[config.mk]
export PLATFORM = sky130hd
export DESIGN_NAME = bit_port_unit
export DESIGN_NICKNAME = d
export VERILOG_FILES = /design/src/verilog/bit_port_pkg.sv /design/src/verilog/bit_port_unit.sv /design/src/verilog/pin_sync.sv
export VERILOG_INCLUDE_DIRS = /design/src /design/src/verilog
export SDC_FILE = /design/constraint.sdc
export NUM_CORES = 1
export LEC_CHECK = 0
export ABC_AREA = 1
export BUFFER_PORTS_ARGS = -buffer_cell sky130_fd_sc_hd__clkbuf_2
export CAP_MARGIN = 20
export CORE_UTILIZATION = 30
export DETAILED_ROUTE_END_ITERATION = 6
export SETUP_SLACK_MARGIN = 0.5
export SYNTH_ARGS = -nofsm -noshare
export SYNTH_HDL_FRONTEND = slang
export SYNTH_SLANG_ARGS = --single-unit
[constraint.sdc]
create_clock -name i_clk -period 1.45 [get_ports i_clk]
set_input_delay 0.0725 -clock i_clk [delete_from_list [all_inputs] [get_ports i_clk]]
set_output_delay 0.0725 -clock i_clk [all_outputs]
set_load 0.05 [all_outputs]
[src/verilog/bit_port_params.svh]
// constants for the bit port unit: register selects, field positions, reset values
// assumes inclusion by the unit and by the bench files
`ifndef BIT_PORT_PARAMS_SVH
`define BIT_PORT_PARAMS_SVH
`define BP_SEL_STATE     2'h0
`define BP_SEL_CTRL      2'h1
`define BP_SEL_FLAGS     2'h2
`define BP_DIR_HI        15
`define BP_DIR_LO        8
`define BP_VAL_HI        7
`define BP_VAL_LO        0
`define BP_FLAG_ALL_HIT  0
`define BP_FLAG_NO_HIT   1
`define BP_FLAG_ANY_HIT  2
`define BP_FLAG_ANY_MISS 3
`define BP_DIR_RESET     8'h00
`define BP_LATCH_RESET   8'h00
`define BP_FLAGS_RESET   4'h0
`endif

[src/verilog/bit_port_pkg.sv]
// types shared by the bit port unit files
// assumes the params header sits beside it
package bit_port_pkg;
  typedef logic [1:0]  reg_sel_t;
  typedef logic [15:0] word_t;
  typedef logic [7:0]  byte_t;
  typedef logic [3:0]  flags_t;
endpackage : bit_port_pkg

[src/verilog/bit_port_unit.sv]
// bit port unit: eight two-way pins, pattern test flags, flag save register
// assumes the core moves words over the internal data bus with one-cycle strobes
`timescale 1ns/100ps
`include "bit_port_params.svh"
module bit_port_unit (
  input  wire logic                   i_clk,
  input  wire logic                   i_rst_b,
  input  wire logic                   i_wr,
  input  wire logic                   i_rd,
  input  wire bit_port_pkg::reg_sel_t i_sel,
  input  wire bit_port_pkg::word_t    i_wdata,
  output      bit_port_pkg::word_t    o_rdata,
  output      bit_port_pkg::flags_t   o_flags,
  input  wire bit_port_pkg::byte_t    i_port_pin,
  output      bit_port_pkg::byte_t    o_port_pin,
  output      bit_port_pkg::byte_t    o_port_pin_oe
);
  import bit_port_pkg::*;

  // ----------------------------------------
  // state
  // ----------------------------------------
  byte_t  dir;
  byte_t  out_latch;
  byte_t  pin_level;
  flags_t flags;
  word_t  rdata;

  // a pin move reaches the test three to four cycles later; software must wait
  pin_sync u_sync (
    .i_clk   (i_clk),
    .i_rst_b (i_rst_b),
    .i_pins  (i_port_pin),
    .o_level (pin_level)
  );

  // ----------------------------------------
  // select decode
  // ----------------------------------------
  function automatic logic sel_is(input reg_sel_t sel, input reg_sel_t code);
    return sel == code;
  endfunction : sel_is

  // ----------------------------------------
  // decode
  // ----------------------------------------
  wire logic   pick_state = sel_is(i_sel, `BP_SEL_STATE);
  wire logic   pick_ctrl  = sel_is(i_sel, `BP_SEL_CTRL);
  wire logic   pick_flags = sel_is(i_sel, `BP_SEL_FLAGS);
  wire logic   wr_state   = i_wr && pick_state;
  wire logic   wr_ctrl    = i_wr && pick_ctrl;
  wire logic   wr_flags   = i_wr && pick_flags;
  wire byte_t  mode     = i_wdata[`BP_DIR_HI:`BP_DIR_LO];
  wire byte_t  data     = i_wdata[`BP_VAL_HI:`BP_VAL_LO];
  wire byte_t  tested   = ~dir & mode;
  wire byte_t  match    = tested & ~(pin_level ^ data);
  wire byte_t  miss     = tested & (pin_level ^ data);
  wire logic   any_test = |tested;
  // mode 1 toggles on data one, mode 0 loads data
  wire byte_t  next_out_latch = (mode & (out_latch ^ data)) | (~mode & data);
  wire flags_t next_flags;

  assign next_flags[`BP_FLAG_ALL_HIT]  = any_test && (miss == 8'h00);
  assign next_flags[`BP_FLAG_NO_HIT]   = any_test && (match == 8'h00);
  assign next_flags[`BP_FLAG_ANY_HIT]  = |match;
  assign next_flags[`BP_FLAG_ANY_MISS] = |miss;

  wire word_t next_rdata = pick_state ? {dir, pin_level} :
                           pick_flags ? {12'h000, flags} :
                           pick_ctrl  ? {8'h00, out_latch} : 16'h0000;

  // ----------------------------------------
  // registers
  // ----------------------------------------
  always_ff @(posedge i_clk or negedge i_rst_b) begin
    if (!i_rst_b) begin
      dir <= `BP_DIR_RESET;
    end else if (wr_state) begin
      dir <= mode;
    end
  end

  // only output bits of the latch change; input bits keep their old value
  always_ff @(posedge i_clk or negedge i_rst_b) begin
    if (!i_rst_b) begin
      out_latch <= `BP_LATCH_RESET;
    end else if (wr_ctrl) begin
      out_latch <= (dir & next_out_latch) | (~dir & out_latch);
    end
  end

  always_ff @(posedge i_clk or negedge i_rst_b) begin
    if (!i_rst_b) begin
      flags <= `BP_FLAGS_RESET;
    end else if (wr_ctrl) begin
      flags <= next_flags;
    end else if (wr_flags) begin
      flags <= i_wdata[3:0];
    end
  end

  always_ff @(posedge i_clk or negedge i_rst_b) begin
    if (!i_rst_b) begin
      rdata <= 16'h0000;
    end else if (i_rd) begin
      rdata <= next_rdata;
    end
  end

  // one extra flop keeps the pins off decode glitches, at a cycle of latency
  byte_t pin_q;
  byte_t oe_q;
  always_ff @(posedge i_clk or negedge i_rst_b) begin
    if (!i_rst_b) begin
      pin_q <= 8'h00;
      oe_q  <= 8'h00;
    end else begin
      pin_q <= out_latch;
      oe_q  <= dir;
    end
  end

  // ----------------------------------------
  // outputs
  // ----------------------------------------
  assign o_rdata       = rdata;
  assign o_flags       = flags;
  assign o_port_pin    = pin_q;
  assign o_port_pin_oe = oe_q;

  // ----------------------------------------
  // checks
  // ----------------------------------------
  // checks rebuild the test from raw bus fields rather than the decode wires
  wire byte_t  chk_tested = i_wdata[15:8] & ~dir;
  wire byte_t  chk_hit    = chk_tested & ~(i_wdata[7:0] ^ pin_level);
  wire byte_t  chk_miss   = chk_tested & (i_wdata[7:0] ^ pin_level);
  wire byte_t  chk_load   = dir & ~i_wdata[15:8];
  wire byte_t  chk_flip   = dir & i_wdata[15:8];
endmodule : bit_port_unit

[src/verilog/pin_sync.sv]
// three-stage synchroniser for the eight port pins
// assumes pins are asynchronous to i_clk
`timescale 1ns/100ps
module pin_sync (
  input  wire logic                i_clk,
  input  wire logic                i_rst_b,
  input  wire bit_port_pkg::byte_t i_pins,
  output      bit_port_pkg::byte_t o_level
);
  import bit_port_pkg::*;
  byte_t s1;
  byte_t s2;
  byte_t s3;
  byte_t level;
  genvar g;
  // a bit changes only once stage two and three agree
  generate
    for (g = 0; g < 8; g = g + 1) begin : g_bit
      always_ff @(posedge i_clk or negedge i_rst_b) begin
        if (!i_rst_b) begin
          level[g] <= 1'b0;
        end else if (s2[g] == s3[g]) begin
          level[g] <= s3[g];
        end
      end
    end
  endgenerate
  always_ff @(posedge i_clk or negedge i_rst_b) begin
    if (!i_rst_b) begin
      s1 <= 8'h00;
      s2 <= 8'h00;
      s3 <= 8'h00;
    end else begin
      s1 <= i_pins;
      s2 <= s1;
      s3 <= s2;
    end
  end
  assign o_level = level;
endmodule : pin_sync

# After elaboration in Yosys (flattened, before gate mapping)
# Index checks and enable logic that the tools add are counted.
# W data, S select, Z words.
[totals] ff_bits=84 inputBits=30 out_inout_bits=36
[op_classes] n_reduce_logical=12 muxes=5 n_eq_ne=10 bitwise_logic=14
[ops] cell="$and A8 B8 Y8" count=7
[ops] cell="$not A8 Y8" count=3
[ops] cell="$reduce_or A8 Y1" count=3
[ops] cell="$logic_not A8 Y1" count=2
[ops] cell="$mux W16" count=1
[ops] cell="$mux W8" count=2
[ops] cell="$or A8 B8 Y8" count=2
[ops] cell="$xor A8 B8 Y8" count=2
[ops] cell="$eq A1 B1 Y1" count=8
[ops] cell="$mux W4" count=2
[ops] cell="$logic_and A1 B1 Y1" count=5
[ops] cell="$eq A2 B1 Y1 const B" count=1
[ops] cell="$eq A2 B2 Y1 const B" count=1
[ops] cell="$logic_not A2 Y1" count=1
[ops] cell="$reduce_bool A2 Y1" count=1

# Depth between registers and ports, before layout
[depth] ltp_word=6 mapped_depth=11

# Cells and area by module
# A second synthesis with hierarchy kept.
[hier_totals] cells_unflattened=372 hier_area_um2=3358.2
[by_module_without_submodules] mod="bit_port_unit" instances=1 cells_per_inst=308 area_each_um2=2427.3 seq_area_each_um2=1301.2
[by_module_without_submodules] mod="pin_sync" instances=1 cells_per_inst=64 area_each_um2=930.9 seq_area_each_um2=800.8

# Least setup slack after synthesis
# Ideal clock, no wire load.
[synth_timing] kind="register to register" startpoint="reg flags[2], in the netlist o_flags[2]" endpoint="reg rdata[2], in the netlist o_rdata[2]" setup_time_ps=83 setup_slack_ps=340 t_arrival_ps=1028 path_stages_with_launch=5 synth_period_minus_slack_ps=1110 cell_sequence="dfrtp_1 > inv_1 > o22ai_1 > a21oi_1 > o21ai_0"
[synth_via] elab_chain_len=2
[synth_rtl] element="start: declaration" line_no="bit_port_unit.sv:26" rtl="flags_t flags;"
[synth_rtl] element="start signal: assignment" line_no="bit_port_unit.sv:94" rtl="flags <= `BP_FLAGS_RESET;"
[synth_rtl] element="start signal: assignment" line_no="bit_port_unit.sv:96" rtl="flags <= next_flags;"
[synth_rtl] element="start signal: assignment" line_no="bit_port_unit.sv:98" rtl="flags <= i_wdata[3:0];"
[synth_rtl] element="$mux W8" line_no="bit_port_unit.sv:69" rtl="pick_flags ? {12'h000, flags} :"
[synth_rtl] element="$mux W16" line_no="bit_port_unit.sv:68" rtl="wire word_t next_rdata = pick_state ? {dir, pin_level} :"
[synth_rtl] element="end signal: assignment" line_no="bit_port_unit.sv:106" rtl="rdata <= next_rdata;"
[synth_rtl] element="end: declaration" line_no="bit_port_unit.sv:27" rtl="word_t rdata;"
# No other way between the ends.
# A chain may end at the register's enable or synchronous reset.

# Worst setup path after layout
[layout_timing] startpoint="reg u_sync.level[3], in the netlist u_sync.o_level[3]" endpoint="reg flags[3], in the netlist o_flags[3]"
[layout_via] elab_chain_len=4
[layout_rtl] element="start: declaration" line_no="pin_sync.sv:14" rtl="byte_t level;"
[layout_rtl] element="start signal: indexed assignment" line_no="pin_sync.sv:23" rtl="level[g] <= s3[g];"
[layout_rtl] element="$xor A8 B8 Y8"
[layout_rtl] element="$and A8 B8 Y8"
[layout_rtl] element="$reduce_or A8 Y1" line_no="bit_port_unit.sv:66" rtl="assign next_flags[`BP_FLAG_ANY_MISS] = |miss;"
[layout_rtl] element="$mux W4" line_no="bit_port_unit.sv:95" rtl="end else if (wr_ctrl) begin"
# No other way between the ends.

==> flow_metrics.tcl <==
set metrics [dict create \
    io_pins 66 \
    layout_common_cells "nand2_1, dfrtp_1, buf_4" \
    syn_nets 381 \
    status "completed" \
    clock_sinks 84 \
    io_buffer_count 65 \
    synth_xor_area_share_pct 2.10 \
    worst_pin_slew_ns 0.363 \
    dr.pass1.iters 4 \
    ys_seq_elements 84 \
    reg2reg_depth 10 \
    grt.total_usage_pct 15.1 \
    setup_tns_ns 0 \
    slew_headroom_pct 75.8 \
    yosysSeqAreaShare_pct 62.9 \
    post-dp-hpwl_mm 5.56 \
    synth_adder_area_share_pct 2.40 \
    vias 2759 \
    cpMostUsedCell "nand2_1" \
    p_leak_nw 2.51 \
    ir_worst_vdd_v 0.00108 \
    hold_class "input pin to register" \
    path_max_fanout 4 \
    path_buf_inv 1 \
    diodes 0 \
    endpoint_kind "register" \
    grt_max_degree 35 \
    crit_type "register to register" \
    worst-path-stages 10 \
    core-area_um2 10800 \
    clock.fmax_ghz 0.808 \
    yosys_warnings 0 \
    synth_area_um2 3340 \
    seqCellArea_um2 2110 \
    drc 0 \
    synth-compound-area-share_pct 6.52 \
    max_cap_violations 0 \
    cp-start-kind "register" \
    cts_tree "built" \
    cts-buffers-inserted 9 \
    ant_nets 0 \
    final_max_slew_viol_count 0 \
    first_iter_violations 113 \
    clock_path_buffers 2 \
    finalNonFillerCells 622 \
    finalWorstPathRequiredPeriod_ns 1.24 \
    clkSlewWorstSetupHoldPaths_ns 0.08 \
    worstPathArrival_ns 1.48 \
    synth_top_family_by_area "simple AND/OR/NAND/NOR gates" \
    synth_mux_area_share_pct 0 \
    htreeDepth 3 \
    drt_wl_total_mm 8.04 \
    finalHoldViolations 0 \
    vias_per_cell 4.44 \
    grt_pass1_wl_mm 13.0 \
    antenna_found_initial 0 \
    fin_crit_sh_pct 85.3 \
    grt_pass1_vias 2681 \
    place_inst 556 \
    drive_gt1_share_pct 39.6 \
    ctsRootBufferMaster "clkbuf_8" \
    crit_required_ns 1.70 \
    overflow 0 \
    syn_inst 351 \
    synth_cell_types 26 \
    fin_nets 507 \
    die_x_um 108 \
    finalSetupViolations 0 \
    routabilityCongestion 0.836 \
    die_y_um 108 \
    wl_per_cell_um 12.9 \
    critPathMaxStageDelay_ns 0.42 \
    die_area_um2 11600 \
    start_util_pct 30.8 \
    fill_cells 1075 \
    cp_slowest_cell "dfrtp_1" \
    yosys.area_share.simple_pct 19.4 \
    rsz0062_at_grt "true" \
    p_per_area_nw_per_um2 1500 \
    area_growth_pct 50.4 \
    cp_cell_sequence "inv_1, nand2_1, nand3_1, nand2_1, nor2_1, nand2_1, nand2_2, nand2_1, nand2_1, nand2_1" \
    synth.avg_cell_area_um2 9.52 \
    final_common_cell "nand2_1" \
    critPathTopFamily "simple AND/OR/NAND/NOR gates" \
    finClkSkew_ns 0.00646 \
    clkLatencyLatePin_ns 0.35 \
    hold_depth 3 \
    multi_input_comb_area_um2 1140 \
    rows 38 \
]
-- layout make-up --
class | count | area share, %
clock buffers | 10 | 2.74
clock inverters | 6 | 1.74
inverters | 46 | 3.53
multi-input cells | 214 | 22.6
flip-flops and latches | 84 | 42.0
well taps | 140 | 3.49
repair buffers | 122 | 23.8
-- cell families after synthesis --
kind of cell / after synthesis
xor gates and xnor gates: 8
adders and majority gates: 8
and+or+nand+nor: 157
buffers and inverters: 53
AOI/OAI and AO/OA: 41
DFF: 84
-- where the power goes --
| part | switching, mW | leakage [nW] | internal [mW] | total [mW] |
|---|---|---|---|---|
| registers | 0.353 | 1.02 | 2.77 | 3.12 |
| clock network | 0.822 | 0.116 | 1.02 | 1.84 |
| logic | 1.45 | 1.37 | 1.10 | 2.56 |
-- stage by stage --
stage	cell area (um^2)	hold slack, ns	setup slack, ns	total power [mW]	util [%]
after floorplan	3350	-0.223	0.405	4.29	-
after global placement	3880	-0.0614	0.189	4.83	35.8
after detailed placement	3880	-0.0593	0.184	4.85	35.8
after CTS	4760	0.0000399	0.256	7.25	43.9
after global routing	5030	0.0108	0.0800	7.90	46.4
final	5030	0.000305	0.213	7.52	46.4
-- layer usage --
layer  up-vias  GRT usage [%]  part of all wire (%)
li1       1349              -                     -
met1      1329           18.0                    41
met2        71           24.9                    51
met4         0           4.31                   1.2
met3        10           6.17                   6.9
met5         -              0                     0
-- cells in the mapped netlist --
cell type / number / area, um^2
a21oi_1: 19 / 95.1
a21oi_2: 1 / 8.76
buf_1: 1 / 3.75
buf_2: 1 / 5.00
buf_4: 1 / 7.51
buf_6: 2 / 22.5
clkbuf_1: 2 / 7.51
clkinv_4: 1 / 8.76
dfrtp_1: 84 / 2100
inv_1: 44 / 165
inv_2: 1 / 3.75
maj3_1: 8 / 80.1
nand2_1: 104 / 390
nand2_2: 1 / 6.26
nand2_4: 1 / 11.3
nand3_1: 23 / 115
nand3_2: 1 / 10.0
nor2_1: 25 / 93.8
nor2_4: 1 / 11.3
o21ai_0: 15 / 75.1
o21ai_1: 1 / 5.00
o21ai_2: 1 / 8.76
o22ai_1: 4 / 25.0
or2_4: 1 / 8.76
xnor2_1: 4 / 35.0
xor2_1: 4 / 35.0
-- flip-flops by register name, indices dropped and copies added, names as in the netlist, named ones only --
| name | cells |
|---|---|
| o_rdata | 16 |
| dir | 8 |
| o_port_pin | 8 |
| o_port_pin_oe | 8 |
| u_sync.o_level | 8 |
| u_sync.s1 | 8 |
| u_sync.s2 | 8 |
| u_sync.s3 | 8 |
| o_flags | 4 |
-- worst min-delay path, cell delays in order --
cell	delay, ns
clkbuf_2	0.11
nand2_1	0.08
xnor2_1	0.06
-- path summary, 6_finish.rpt --
| kind | from | endpoint | slack (ns) |
|---|---|---|---|
| max in group asynchronous | i_rst_b | dir[4]$_DFFE_PN0P_ | 0.77 |
| setup / recovery | u_sync.o_level[3]$_DFFE_PN0N_ | o_flags[3]$_DFFE_PN0P_ | 0.21 |
| setup reg to reg | u_sync.o_level[3]$_DFFE_PN0N_ | o_flags[3]$_DFFE_PN0P_ | 0.21 |
| hold reg to reg | u_sync.s1[6]$_DFF_PN0_ | u_sync.s2[6]$_DFF_PN0_ | 0.35 |
| hold / removal | i_wdata[2] | register | 0.0003 |
| min in group asynchronous | i_rst_b | u_sync.s1[2]$_DFF_PN0_ | 0.10 |
-- timing repair --
action | CTS | global route
setup endpoints to repair | 48 | 67
endpoints found under the hold margin | 95 | 1
hold buffers | 12 | 1
gates resized for setup | 84 | 92
buffers inserted | 25 | 12
pin swaps | 4 | 24
No activity file was read; power rests on OpenSTA's default activity.
